## src/shared/ddr3c_pkg.sv

```systemverilog
package ddr3c_pkg;

  // clock and bank timing
  localparam int CLK_MHZ = 40;
  localparam int TRP_NS = 15;
  localparam int TRP_RAW = (TRP_NS * CLK_MHZ + 999) / 1000;
  localparam int TRP_CYC = (TRP_RAW < 1) ? 1 : TRP_RAW;
  localparam int NUM_BANKS = 8;

  // register offsets (byte addresses)
  localparam logic [3:0] REG_CTRL = 4'h0;
  localparam logic [3:0] REG_STATUS = 4'h4;
  localparam logic [3:0] REG_BANKS = 4'h8;

  // control register fields and reset values
  localparam int CTRL_RL_LSB = 0;
  localparam int CTRL_COPY_BIT = 4;
  localparam logic [3:0] CTRL_RL_RST = 4'h5;
  localparam logic CTRL_COPY_RST = 1'b1;

  // status register fields
  localparam int ST_SR_LSB = 0;
  localparam int ST_MPREN_BIT = 2;
  localparam int ST_MPRLOC_LSB = 3;
  localparam int ST_ACTERR_BIT = 5;
  localparam int ST_RDERR_BIT = 6;
  localparam int ST_BL_LSB = 8;

  // bank register fields
  localparam int BK_OPEN_LSB = 0;
  localparam int BK_PRE_LSB = 8;

  // mode register selects on the bank pins
  localparam logic [2:0] MR_SEL_BURST = 3'h0;
  localparam logic [2:0] MR_SEL_REFRESH = 3'h2;
  localparam logic [2:0] MR_SEL_READOUT = 3'h3;

  // address bit positions
  localparam int ASR_BIT = 6;
  localparam int SRT_BIT = 7;
  localparam int MPR_EN_BIT = 2;
  localparam int MPR_LOC_LSB = 0;
  localparam int BL_LSB = 0;
  localparam int AP_BIT = 10;
  localparam int BC_BIT = 12;
  localparam int NIBBLE_BIT = 2;

  // burst length codes
  localparam logic [1:0] BL_FIXED8 = 2'h0;
  localparam logic [1:0] BL_OTF = 2'h1;
  localparam logic [1:0] BL_FIXED4 = 2'h2;

  // calibration pattern, beat 0 in the lsb
  localparam logic [7:0] PATTERN_LOC0 = 8'haa;

  typedef enum logic [1:0] {SR_NORMAL, SR_EXTENDED, SR_AUTO, SR_ILLEGAL} ddr3c_sr_e;
  typedef enum logic [2:0] {CMD_NOP, CMD_MRS, CMD_ACT, CMD_PRE, CMD_READ, CMD_WRITE,
                            CMD_OTHER} ddr3c_cmd_e;

  typedef struct packed {
    logic csB;
    logic rasB;
    logic casB;
    logic weB;
    logic [2:0] ba;
    logic [14:0] addr;
  } ddr3c_cmdpins_s;

  typedef struct packed {
    logic [3:0] addr;
    logic [31:0] wdata;
    logic wr;
    logic rd;
  } ddr3c_regbus_s;

  typedef struct packed {
    logic valid;
    logic write;
    logic [2:0] bank;
    logic [9:0] col;
  } ddr3c_arrayreq_s;

  // command from the sampled pin levels
  function automatic ddr3c_cmd_e cmd_decode(input ddr3c_cmdpins_s p);
    ddr3c_cmd_e c;
    c = CMD_OTHER;
    if (p.csB) begin
      c = CMD_NOP;
    end else begin
      case ({p.rasB, p.casB, p.weB})
        3'h0: c = CMD_MRS;
        3'h3: c = CMD_ACT;
        3'h2: c = CMD_PRE;
        3'h5: c = CMD_READ;
        3'h4: c = CMD_WRITE;
        3'h7: c = CMD_NOP;
        default: c = CMD_OTHER;
      endcase
    end
    return c;
  endfunction

endpackage
```

## src/design/ddr3c_bank_table.sv

```systemverilog
module ddr3c_bank_table #(
  parameter int TRP_CYCLES = ddr3c_pkg::TRP_CYC
) (
  input wire logic clock,
  input wire logic rst_b,
  input wire logic act,
  input wire logic pre,
  input wire logic preAll,
  input wire logic [2:0] bank,
  input wire logic [14:0] row,
  output logic [7:0] openMask,
  output logic [7:0] preMask
);
  import ddr3c_pkg::*;

  localparam int CW = $clog2(TRP_CYCLES + 1);

  typedef struct packed {
    logic [NUM_BANKS-1:0] open;
    logic [NUM_BANKS-1:0] pre;
    logic [NUM_BANKS-1:0][CW-1:0] cnt;
    logic [NUM_BANKS-1:0][14:0] row;
  } ddr3c_bank_state_s;

  ddr3c_bank_state_s s;
  ddr3c_bank_state_s next_s;

  // precharge timers, activation and precharge per bank
  always_comb begin
    next_s = s;
    for (int i = 0; i < NUM_BANKS; i++) begin
      if (s.pre[i]) begin
        if (s.cnt[i] <= CW'(1)) begin
          next_s.pre[i] = 1'b0;
          next_s.cnt[i] = '0;
        end else begin
          next_s.cnt[i] = s.cnt[i] - CW'(1);
        end
      end
    end
    if (act && !s.pre[bank]) begin
      next_s.open[bank] = 1'b1;
      next_s.row[bank] = row;
    end
    if (pre) begin
      for (int i = 0; i < NUM_BANKS; i++) begin
        if (preAll || bank == 3'(i)) begin
          next_s.open[i] = 1'b0;
          next_s.pre[i] = 1'b1;
          next_s.cnt[i] = CW'(TRP_CYCLES);
        end
      end
    end
  end

  always_ff @(posedge clock or negedge rst_b) begin
    if (!rst_b) begin
      s <= '0;
    end else begin
      s <= next_s;
    end
  end

  assign openMask = s.open;
  assign preMask = s.pre;

  a_act_opens: assert property (@(posedge clock) disable iff (!rst_b)
    act && !pre && !s.pre[bank] |=> s.open[$past(bank)])
    else $error("activation did not open the bank");

  a_pre_all: assert property (@(posedge clock) disable iff (!rst_b)
    pre && preAll |=> s.open == 8'h00 && s.pre == 8'hff)
    else $error("precharge all left a bank open");

  a_pre_blocks: assert property (@(posedge clock) disable iff (!rst_b)
    pre && !preAll |=> s.pre[$past(bank)] && !s.open[$past(bank)])
    else $error("precharged bank not held busy");

endmodule // ddr3c_bank_table

```

## src/design/ddr3c_pattern_gen.sv

```systemverilog
module ddr3c_pattern_gen #(
  parameter logic [7:0] LOC1_WORD = 8'h00,
  parameter logic [7:0] LOC2_WORD = 8'h00,
  parameter logic [7:0] LOC3_WORD = 8'h00
) (
  input wire logic [1:0] loc,
  input wire logic [2:0] beatIdx,
  output logic beatBit
);
  import ddr3c_pkg::*;

  logic [7:0] word;

  // pick the location word, beat index selects the bit
  always_comb begin
    case (loc)
      2'h0: word = PATTERN_LOC0;
      2'h1: word = LOC1_WORD;
      2'h2: word = LOC2_WORD;
      2'h3: word = LOC3_WORD;
      default: word = 8'h00;
    endcase
    beatBit = word[beatIdx];
  end

endmodule // ddr3c_pattern_gen

```

## src/design/ddr3c_top.sv

```systemverilog
module ddr3c_top #(
  parameter int TRP_CYCLES = ddr3c_pkg::TRP_CYC
) (
  input wire logic clock,
  input wire logic rst_b,
  input wire logic ck,
  input wire ddr3c_pkg::ddr3c_cmdpins_s cmdPins,
  input wire ddr3c_pkg::ddr3c_regbus_s regBus,
  output logic [31:0] rdData,
  output logic [7:0] dq,
  output logic dqOe,
  output ddr3c_pkg::ddr3c_sr_e srMode,
  output ddr3c_pkg::ddr3c_arrayreq_s arrayReq
);
  import ddr3c_pkg::*;

  typedef struct packed {
    logic [1:0] ckSync;
    logic ckPrev;
    ddr3c_cmdpins_s pinSync1;
    ddr3c_cmdpins_s pinSync2;
    logic [1:0] mr0Bl;
    logic mprEn;
    logic [1:0] mprLoc;
    logic [3:0] rl;
    logic copyAll;
    logic actErr;
    logic rdErr;
    logic readPending;
    logic [3:0] latCnt;
    logic [1:0] pendLoc;
    logic pendChop;
    logic [2:0] pendStart;
    logic burstActive;
    logic [1:0] burstLoc;
    logic chop;
    logic [2:0] curIdx;
    logic [2:0] beatsLeft;
    logic [31:0] rdData;
    logic [7:0] dq;
    logic dqOe;
    ddr3c_sr_e srMode;
    ddr3c_arrayreq_s arrayReq;
  } ddr3c_top_state_s;

  ddr3c_top_state_s s;
  ddr3c_top_state_s next_s;

  logic ckRise;
  logic ckEdge;
  ddr3c_cmd_e cmd;
  logic [14:0] cmdAddr;
  logic [2:0] cmdBank;
  logic burstStart;
  logic [2:0] patIdx;
  logic patBit;
  logic [7:0] openMask;
  logic [7:0] preMask;
  logic bankAct;
  logic bankPre;
  logic bankPreAll;
  logic mrsRefresh;
  logic mrsReadout;
  logic rdCmd;
  logic cmdChop;

  // edges of the sampled link clock and the command taken on its rise
  always_comb begin
    ckRise = s.ckSync[1] & ~s.ckPrev;
    ckEdge = s.ckSync[1] ^ s.ckPrev;
    cmd = ckRise ? cmd_decode(s.pinSync2) : CMD_NOP;
    cmdAddr = s.pinSync2.addr;
    cmdBank = s.pinSync2.ba;
    mrsRefresh = (cmd == CMD_MRS) && (cmdBank == MR_SEL_REFRESH);
    mrsReadout = (cmd == CMD_MRS) && (cmdBank == MR_SEL_READOUT);
    rdCmd = (cmd == CMD_READ);
    burstStart = ckRise && s.readPending && (s.latCnt <= 4'h1);
    patIdx = burstStart ? s.pendStart : s.curIdx + 3'h1;
  end

  // chop from fixed setting or from A12 when on-the-fly is chosen
  always_comb begin
    case (s.mr0Bl)
      BL_FIXED4: cmdChop = 1'b1;
      BL_OTF: cmdChop = ~cmdAddr[BC_BIT];
      default: cmdChop = 1'b0;
    endcase
  end

  // bank table requests; auto-precharge rides on array accesses only
  always_comb begin
    bankAct = (cmd == CMD_ACT);
    bankPre = (cmd == CMD_PRE) ||
              (((cmd == CMD_READ) || (cmd == CMD_WRITE)) && !s.mprEn && cmdAddr[AP_BIT]);
    bankPreAll = (cmd == CMD_PRE) && cmdAddr[AP_BIT];
  end

  ddr3c_bank_table #(
    .TRP_CYCLES(TRP_CYCLES)
  ) u_banks (
    .clock(clock),
    .rst_b(rst_b),
    .act(bankAct),
    .pre(bankPre),
    .preAll(bankPreAll),
    .bank(cmdBank),
    .row(cmdAddr),
    .openMask(openMask),
    .preMask(preMask)
  );

  ddr3c_pattern_gen u_pattern (
    .loc(burstStart ? s.pendLoc : s.burstLoc),
    .beatIdx(patIdx),
    .beatBit(patBit)
  );

  // next state: bus slave, mode registers, commands, read burst
  always_comb begin
    next_s = s;
    next_s.ckSync = {s.ckSync[0], ck};
    next_s.ckPrev = s.ckSync[1];
    next_s.pinSync1 = cmdPins;
    next_s.pinSync2 = s.pinSync1;
    next_s.arrayReq = '0;
    next_s.rdData = 32'h0;

    // register reads, data in the following cycle only
    if (regBus.rd) begin
      case (regBus.addr)
        REG_CTRL: begin
          next_s.rdData[CTRL_RL_LSB +: 4] = s.rl;
          next_s.rdData[CTRL_COPY_BIT] = s.copyAll;
        end
        REG_STATUS: begin
          next_s.rdData[ST_SR_LSB +: 2] = s.srMode;
          next_s.rdData[ST_MPREN_BIT] = s.mprEn;
          next_s.rdData[ST_MPRLOC_LSB +: 2] = s.mprLoc;
          next_s.rdData[ST_ACTERR_BIT] = s.actErr;
          next_s.rdData[ST_RDERR_BIT] = s.rdErr;
          next_s.rdData[ST_BL_LSB +: 2] = s.mr0Bl;
        end
        REG_BANKS: begin
          next_s.rdData[BK_OPEN_LSB +: 8] = openMask;
          next_s.rdData[BK_PRE_LSB +: 8] = preMask;
        end
        default: next_s.rdData = 32'h0;
      endcase
    end

    // register writes; error flags clear by writing one
    if (regBus.wr) begin
      case (regBus.addr)
        REG_CTRL: begin
          next_s.rl = (regBus.wdata[CTRL_RL_LSB +: 4] == 4'h0) ? 4'h1 :
                      regBus.wdata[CTRL_RL_LSB +: 4];
          next_s.copyAll = regBus.wdata[CTRL_COPY_BIT];
        end
        REG_STATUS: begin
          if (regBus.wdata[ST_ACTERR_BIT]) next_s.actErr = 1'b0;
          if (regBus.wdata[ST_RDERR_BIT]) next_s.rdErr = 1'b0;
        end
        default: next_s.rl = next_s.rl;
      endcase
    end

    // commands on a link clock rise; a set here wins over the clear above
    case (cmd)
      CMD_MRS: begin
        if (cmdBank == MR_SEL_BURST) next_s.mr0Bl = cmdAddr[BL_LSB +: 2];
        if (mrsRefresh) begin
          case ({cmdAddr[ASR_BIT], cmdAddr[SRT_BIT]})
            2'h0: next_s.srMode = SR_NORMAL;
            2'h1: next_s.srMode = SR_EXTENDED;
            2'h2: next_s.srMode = SR_AUTO;
            default: next_s.srMode = SR_ILLEGAL;
          endcase
        end
        if (mrsReadout) begin
          next_s.mprEn = cmdAddr[MPR_EN_BIT];
          next_s.mprLoc = cmdAddr[MPR_LOC_LSB +: 2];
        end
      end
      CMD_ACT: begin
        if (preMask[cmdBank]) next_s.actErr = 1'b1;
      end
      CMD_READ, CMD_WRITE: begin
        if (s.mprEn) begin
          // bank and upper column bits take no part here
          if (rdCmd) begin
            next_s.readPending = 1'b1;
            next_s.latCnt = s.rl;
            next_s.pendLoc = s.mprLoc;
            next_s.pendChop = cmdChop;
            next_s.pendStart = cmdChop ? {cmdAddr[NIBBLE_BIT], 2'h0} : 3'h0;
            if (cmdAddr[1:0] != 2'h0) next_s.rdErr = 1'b1;
          end
        end else begin
          next_s.arrayReq.valid = 1'b1;
          next_s.arrayReq.write = (cmd == CMD_WRITE);
          next_s.arrayReq.bank = cmdBank;
          next_s.arrayReq.col = cmdAddr[9:0];
          if (!openMask[cmdBank]) next_s.rdErr = 1'b1;
        end
      end
      default: next_s.latCnt = next_s.latCnt;
    endcase

    // latency count and beat stream, one beat per link clock edge
    if (burstStart) begin
      next_s.readPending = 1'b0;
      next_s.burstActive = 1'b1;
      next_s.burstLoc = s.pendLoc;
      next_s.chop = s.pendChop;
      next_s.curIdx = patIdx;
      next_s.beatsLeft = s.pendChop ? 3'h3 : 3'h7;
      next_s.dq = {(s.copyAll ? {7{patBit}} : 7'h00), patBit};
      next_s.dqOe = 1'b1;
    end else begin
      if (ckRise && s.readPending) next_s.latCnt = s.latCnt - 4'h1;
      if (ckEdge && s.burstActive) begin
        if (s.beatsLeft != 3'h0) begin
          next_s.curIdx = patIdx;
          next_s.beatsLeft = s.beatsLeft - 3'h1;
          next_s.dq = {(s.copyAll ? {7{patBit}} : 7'h00), patBit};
        end else begin
          next_s.burstActive = 1'b0;
          next_s.dqOe = 1'b0;
          next_s.dq = 8'h00;
        end
      end
    end
  end

  always_ff @(posedge clock or negedge rst_b) begin
    if (!rst_b) begin
      s <= '0;
      s.rl <= CTRL_RL_RST;
      s.copyAll <= CTRL_COPY_RST;
      s.srMode <= SR_NORMAL;
    end else begin
      s <= next_s;
    end
  end

  assign rdData = s.rdData;
  assign dq = s.dq;
  assign dqOe = s.dqOe;
  assign srMode = s.srMode;
  assign arrayReq = s.arrayReq;

  a_sr_normal: assert property (@(posedge clock) disable iff (!rst_b)
    mrsRefresh && !cmdAddr[ASR_BIT] && !cmdAddr[SRT_BIT] |=> srMode == SR_NORMAL)
    else $error("normal self-refresh rate not selected");

  a_sr_extended: assert property (@(posedge clock) disable iff (!rst_b)
    mrsRefresh && !cmdAddr[ASR_BIT] && cmdAddr[SRT_BIT] |=> srMode == SR_EXTENDED)
    else $error("extended self-refresh rate not selected");

  a_sr_auto: assert property (@(posedge clock) disable iff (!rst_b)
    mrsRefresh && cmdAddr[ASR_BIT] && !cmdAddr[SRT_BIT] |=> srMode == SR_AUTO)
    else $error("automatic self-refresh not selected");

  a_array_route: assert property (@(posedge clock) disable iff (!rst_b)
    rdCmd && !s.mprEn |=> arrayReq.valid && !arrayReq.write ##1 !arrayReq.valid)
    else $error("array read not passed on as one pulse");

  a_pattern_enter: assert property (@(posedge clock) disable iff (!rst_b)
    mrsReadout && cmdAddr[MPR_EN_BIT] |=> s.mprEn && s.mprLoc == $past(cmdAddr[1:0]))
    else $error("pattern mode not entered");

  a_dq_copy: assert property (@(posedge clock) disable iff (!rst_b)
    dqOe |-> (dq[7:1] == 7'h00) || (dq[7:1] == {7{dq[0]}}))
    else $error("upper data bits neither copy nor zero");

  a_pattern_noarray: assert property (@(posedge clock) disable iff (!rst_b)
    rdCmd && s.mprEn |=> !arrayReq.valid && s.readPending)
    else $error("pattern read reached the array");

  a_chop_length: assert property (@(posedge clock) disable iff (!rst_b)
    $rose(dqOe) |-> s.beatsLeft == (s.chop ? 3'h3 : 3'h7))
    else $error("burst length does not match chop");

  a_loc0_pattern: assert property (@(posedge clock) disable iff (!rst_b)
    dqOe && s.burstLoc == 2'h0 |-> dq[0] == s.curIdx[0])
    else $error("calibration pattern not alternating");

endmodule // ddr3c_top

```

## config.mk

```make
export PLATFORM = sky130hd
export DESIGN_NAME = ddr3c_top
export DESIGN_NICKNAME = d
export VERILOG_FILES = /design/src/shared/ddr3c_pkg.sv /design/src/design/ddr3c_bank_table.sv /design/src/design/ddr3c_pattern_gen.sv /design/src/design/ddr3c_top.sv
export SDC_FILE = /design/constraint.sdc
export NUM_CORES = 1
export LEC_CHECK = 0
export BUFFER_PORTS_ARGS = -buffer_cell sky130_fd_sc_hd__buf_2
export CORE_MARGIN = 4
export CORE_UTILIZATION = 53
export DETAILED_ROUTE_END_ITERATION = 8
export PLACE_DENSITY_LB_ADDON = 0.05
export SLEW_MARGIN = 25
export SYNTH_ARGS = -nofsm -noshare
export SYNTH_HDL_FRONTEND = slang
export SYNTH_SLANG_ARGS = --single-unit
```

## constraint.sdc

```tcl
create_clock -name clock -period 1.9 [get_ports clock]
set_input_delay 0.095 -clock clock [delete_from_list [all_inputs] [get_ports clock]]
set_output_delay 0.095 -clock clock [all_outputs]
set_load 0.005 [all_outputs]
```

==> results.sh, run 1 <==
export IMPL_rrSetupSlack_ns=0.15
export IMPL_crit_path_start_kind="flip-flop"
export IMPL_fp_dieH_um=104.3
export IMPL_postSynthAreaPerCell_sq_um=12.36
export IMPL_drive_above_1_share=0.2972
export IMPL_cp_num_cells=7
export IMPL_seqCellArea_sq_um=2982
export IMPL_fp_dieW_um=104.3
export IMPL_hold_path_class="primary input to flip-flop"
export IMPL_drv_cap=0
export IMPL_netlist_area_sq_um=4920
export IMPL_antenna_found_initial=0
export IMPL_whs_ns=0.04435
export IMPL_worst_ir_drop_vdd_v=0.0008186
export IMPL_synth_flop_cell="dfrtp_1"
export IMPL_setup_violations=0
export IMPL_cts_buffers=17
export IMPL_synth_cell_types=49
export IMPL_ys_seq_area_frac=0.6061
export IMPL_synth_edf_count=0
export IMPL_setup_ws_ns=0.1498
export IMPL_power_leakage_nw=2.971
export IMPL_clk_insertion_delay_late_ns=0.52
export IMPL_rsz0062_at_grt="false"
export IMPL_timing_rr_end="s[76]"
export IMPL_relSlewSlack=0.5787
export IMPL_slowest_delay_ns=0.38
export IMPL_fin_crit_sh=0.9212
export IMPL_cts_root_buf="clkbuf_8"
export IMPL_cp_startpoint="s[135]"
export IMPL_worst_pin_slew_ns=0.6277
export IMPL_critPathCaptureType="flip-flop"
export IMPL_crit_family="simple AND/OR/NAND/NOR gates"
export IMPL_hpwl_um=6114
export IMPL_first_pass_iters=4
export IMPL_drc=0
export IMPL_htree_levels=4
export IMPL_required_ns=2.32
export IMPL_multi_input_area_sq_um=1423
export IMPL_cp_max_fo=6
export IMPL_n_antenna_cell=0
export IMPL_slew_violations=0
export IMPL_die_area_sq_um=10890
export IMPL_wl_per_cell_um=15.32
export IMPL_grt_pass1_wl_um=15680
export IMPL_hold_viol=0
export IMPL_status="complete, no violations"
export IMPL_path_buf_inv=2
export IMPL_viasPerCell=5.069
export IMPL_cts_tree="done"
export IMPL_coreArea_sq_um=8891
export IMPL_grt_max_degree=43
export IMPL_synth_area_leaders="dfrtp_1, buf_4, mux2_2"
export IMPL_utilization=0.6751
export IMPL_clk_path_buf_depth=2
export IMPL_syn_inst=398
export IMPL_area_delta_synth_final_pct=22.00
export IMPL_vias=3072
export IMPL_dp_cells=542
export IMPL_crit_path_top_delay_cell="and4_1"
export IMPL_n_fill_cell=649
export IMPL_worstReg2RegStart="s[135]"
export IMPL_drtIter0Drc=125
export IMPL_initial_core_util=0.5533
export IMPL_fin_setup_tns_ns=0
export IMPL_final_nets=555
export IMPL_grt_ovfl_total=0
export IMPL_clock_fmax_mhz=571.4
export IMPL_yosysMostFrequentCell="dfrtp_1"
export IMPL_clock_sinks=119
export IMPL_netlist_area_leader_share=0.5900
export IMPL_yosysWarningCount=0
export IMPL_crit_end="s[76]"
export IMPL_grt_use_total=0.1842
export IMPL_wl_um=9281
export IMPL_p_per_area_nw_per_um2=1029
export IMPL_path_class="flip-flop to flip-flop"
export IMPL_synthArstFlopShare=1.000
export IMPL_rows=34
export IMPL_design_area_sq_um=6002
export IMPL_layout_cells_non_filler=606
export IMPL_dpl_instance_area_sq_um=5107
export IMPL_pin_count=121
export IMPL_cp_cell_sequence="inv_1 -> ha_1 -> nor3b_2 -> and4_1 -> buf_4 -> mux2i_1 -> a21oi_1"
export IMPL_finalCriticalPeriod_ns=1.750
export IMPL_pre_cts_ws_ns=0.1096
export IMPL_io_buffers=76
export IMPL_r2r_cells=7
export IMPL_yosys_register_bits=119
export IMPL_yosysTopAreaCell="dfrtp_1"
export IMPL_arrival_ns=2.17
export IMPL_netlist_top_cells_count="dfrtp_1, buf_4, nor2_1"
export IMPL_ant_nets=0
export IMPL_clk_pin_slew_ns=0.06
export IMPL_power_mw=6.176
export IMPL_grt_pass1_vias=3139
export IMPL_skew_ns=0.01427
export IMPL_place_congestion=0.7946
[registers in the layout (all words and copies together) (netlist names), 3 cells and up]
signal,count
u_banks.openMask,8
rdData,16
s,32
cmdAddr,12
u_banks.preMask,8
arrayReq,15
next_s,21
cmdBank,3
[per-layer routing]
metal,part of all wire,global-route usage,vias up
met2,0.47,0.2731,103
met3,0.060,0.06642,14
met4,0.017,0.06838,0
li1,-,-,1459
met5,0,0,-
met1,0.46,0.2497,1496
[repair_timing]
item	in CTS	in global routing
gates resized for setup	0	1
setup buffers	0	1
hold endpoints to repair	70	0
endpoints found under the setup margin	0	9
hold buffers	31	0
[cell type report]
cell class	instances	share of cell area
Multi-Input combinational cell	206	0.2370
Clock inverter	15	0.02564
Clock buffer	17	0.06900
Sequential cell	119	0.4968
Timing Repair Buffer	120	0.1359
Inverter	21	0.01313
Tap cell	108	0.02251
[tightest hold or removal path, stage by stage]
cell	delay [ns]
buf_2	0.11
nand2_1	0.22
nor2_1	0.09
[cell usage in the layout, fill, tap and decap left out, drive strengths merged, types with 3 or more instances in the layout]
master       synthesis  final
nand2b               3      3
o21ai                4      4
nor3b                4      4
ha                   7      7
dfrtp              116    116
mux2i               14     14
nand3                6      6
mux2                13     13
a21oi               17     17
nor3                 5      5
conb                 1     16
nand4                5      5
nand2               20     20
a22oi                5      5
clkbuf               0     17
o31ai                4      4
and2                21     21
o32ai                8      8
nor2b                5      5
inv                 21     31
dlygate4sd3          0     31
dfstp                3      3
nor2                25     25
buf                 67     89
[how the worst min path moves through the flow]
stage,from,end,slack [ns],cells after the start
2_1_floorplan,rst_b,arrayReq[0],-0.20,0
3_3_place_gp,rst_b,dq[6],0.12,1
3_5_place_dp,rst_b,dq[6],0.13,1
4_1_cts,regBus[0],rdData[5],0.02,3
5_1_grt,regBus[0],rdData[5],0.04,3
6_report,regBus[0],rdData[5],0.04,3
[logic make-up after synthesis]
logic type	Yosys count	share of synthesized area
multiplexers	29	0.06739
adder cells (fa/ha/maj)	7	0.01780
AND/OR/NAND/NOR	105	0.1183
other	1	0.0007622
XOR/XNOR	2	0.003561
buffers and inverters	88	0.1180
AO/OA/AOI/OAI	47	0.06816
flip-flops	119	0.6061
[power by group]
group	total (mW)	switching, mW	internal, mW
Sequential	2.76	0.0939	2.66
Clock	3.04	1.25	1.79
Combinational	0.383	0.194	0.190
Total	6.18	1.54	4.64
Power figures use the tool's default switching activity.
==> run 2: changes to the inputs <==
--- a/config.mk
+++ b/config.mk
@@ -10,6 +10,7 @@
 export CORE_UTILIZATION = 53
 export DETAILED_ROUTE_END_ITERATION = 8
 export PLACE_DENSITY_LB_ADDON = 0.05
+export SETUP_SLACK_MARGIN = 0.5
 export SLEW_MARGIN = 25
 export SYNTH_ARGS = -nofsm -noshare
 export SYNTH_HDL_FRONTEND = slang
==> results.sh, run 2 (synthesis gave the netlist of run 1 again) <==
export IMPL_path_buf_inv=0
export IMPL_rows=34
export IMPL_crit_family="simple AND/OR/NAND/NOR gates"
export IMPL_hold_viol=0
export IMPL_top_register="s"
export IMPL_clkPwrFrac=0.485
export IMPL_setup_violations=0
export IMPL_rrSetupSlack_ns=0.24
export IMPL_timing_rr_end="s[88]"
export IMPL_slowest_delay_ns=0.49
export IMPL_path_class="flip-flop to flip-flop"
export IMPL_worst_pin_slew_ns=0.6897
export IMPL_clk_path_buf_depth=2
export IMPL_ant_nets=0
export IMPL_grt_pass1_wl_um=16790
export IMPL_hpwl_um=6367
export IMPL_clk_insertion_delay_late_ns=0.51
export IMPL_n_antenna_cell=0
export IMPL_relSlewSlack=0.5401
export IMPL_p_sw_mw=1.515
export IMPL_io_buffers=76
export IMPL_vias=3167
export IMPL_wl_um=10020
export IMPL_skew_ns=0.008669
export IMPL_r2r_cells=4
export IMPL_coreArea_sq_um=8891
export IMPL_hold_path_class="primary input to flip-flop"
export IMPL_final_common_cell="dfrtp_1"
export IMPL_required_ns=2.29
export IMPL_cp_num_cells=4
export IMPL_clk_pin_slew_ns=0.06
export IMPL_crit_end="s[88]"
export IMPL_finalCriticalPeriod_ns=1.659
export IMPL_grt_max_degree=45
export IMPL_p_per_area_nw_per_um2=956.5
export IMPL_p_sw_frac=0.2425
export IMPL_place_congestion=0.7994
export IMPL_grt_ovfl_total=0
export IMPL_drive_above_1_share=0.4197
export IMPL_final_cell_mix="dfrtp_1, buf_2, dlygate4sd3_1, nor2_1, buf_4"
export IMPL_cts_buffers=17
export IMPL_area_delta_synth_final_pct=32.76
export IMPL_first_pass_iters=4
export IMPL_worstReg2RegStart="s[109]"
export IMPL_intPower_mw=4.733
export IMPL_cts_tree="done"
export IMPL_final_nets=574
export IMPL_htree_levels=4
export IMPL_slew_violations=0
export IMPL_fp_dieW_um=104.3
export IMPL_die_area_sq_um=10890
export IMPL_pin_count=121
export IMPL_viasPerCell=5.067
export IMPL_drtIter0Drc=128
export IMPL_grt_pass1_vias=3423
export IMPL_grt_use_total=0.1960
export IMPL_crit_path_start_kind="flip-flop"
export IMPL_arrival_ns=2.04
export IMPL_fin_setup_tns_ns=0
export IMPL_seqCellArea_sq_um=2985
export IMPL_drv_cap=0
export IMPL_status="complete, no violations"
export IMPL_pwr_share_comb=0.073
export IMPL_fp_dieH_um=104.3
export IMPL_n_fill_cell=571
export IMPL_largest_reg_flops=32
export IMPL_cp_max_fo=6
export IMPL_cts_root_buf="clkbuf_8"
export IMPL_multi_input_area_sq_um=1718
export IMPL_critPathCaptureType="flip-flop"
export IMPL_antenna_found_initial=0
export IMPL_rsz0062_at_grt="true"
export IMPL_power_leakage_nw=3.143
export IMPL_crit_path_top_delay_cell="dfrtp_1"
export IMPL_drc=0
export IMPL_worst_ir_drop_vdd_v=0.0005924
export IMPL_fin_crit_sh=0.8732
export IMPL_initial_core_util=0.5533
export IMPL_cp_cell_sequence="nor4b_4 -> nand2b_4 -> nor2_4 -> mux2_2"
export IMPL_seqPwrFrac=0.443
export IMPL_utilization=0.7346
export IMPL_cp_startpoint="s[109]"
export IMPL_wl_per_cell_um=16.03
export IMPL_clock_fmax_mhz=602.8
export IMPL_clock_sinks=119
## run 2: routing by layer
layer	vias up	global-route usage	share of wire
met1	1566	0.2451	0.44
met2	81	0.3169	0.49
met5	-	0	0
li1	1502	-	-
met3	18	0.06207	0.048
met4	0	0.07882	0.018
## run 2: power by group through the flow
| stage | Clock [mW] | Sequential, mW | Combinational, mW |
|---|---|---|---|
| 2_1_floorplan | 0 | 2.76 | 0.244 |
| 3_3_place_gp | 0 | 2.80 | 0.334 |
| 3_5_place_dp | 0 | 2.80 | 0.347 |
| 4_1_cts | 3.08 | 2.76 | 0.444 |
| 5_1_grt | 3.22 | 2.78 | 0.507 |
| 6_report | 3.03 | 2.77 | 0.454 |
## run 2: metrics by stage
step / area (sq um) / power (mW) / std cells / hold WS, ns / setup WS, ns
floorplan: 5034 / 3.002 / 413 / -0.2006 / 0.3189
global placement: 5141 / 3.132 / 541 / 0.07980 / 0.2167
detailed placement: 5141 / 3.148 / 541 / 0.08711 / 0.1653
CTS: 6437 / 6.288 / 623 / 0.001113 / 0.2389
global route: 6531 / 6.506 / 625 / 0.03826 / 0.1657
finish: 6531 / 6.247 / 625 / 0.01780 / 0.2410
## run 2: worst min path at each step
stage,cells past startpoint,from,to
after floorplan,0,rst_b,arrayReq[0]
after global placement,1,rst_b,s[76]
after detailed placement,1,rst_b,s[76]
after CTS,3,regBus[0],rdData[1]
after global routing,3,regBus[0],rdData[3]
final,4,regBus[36],rdData[4]
## run 2: area by class of cell
class                   instances  area share
clock buffers                  19     0.06762
inverters                      21     0.01207
well taps                     108     0.02069
clock inverters                13     0.02088
flip-flops and latches        119      0.4571
multi-input cells             206      0.2630
repair buffers                139      0.1586
## run 2: worst register-to-register path, stage by stage (launching register included)
cell      delay (ns)
dfrtp_1         0.49
nor4b_4         0.43
nand2b_4        0.13
nor2_4          0.14
mux2_2          0.35
## run 2: timing repair
item | 4_1_cts | 5_1_grt
hold buffers | 32 | 0
resized for setup | 53 | 17
endpoints found under the hold margin | 146 | 0
buffers inserted | 17 | 2
endpoints found under the setup margin | 57 | 57
pin swaps | 20 | 16
gates cloned | 1 | 0
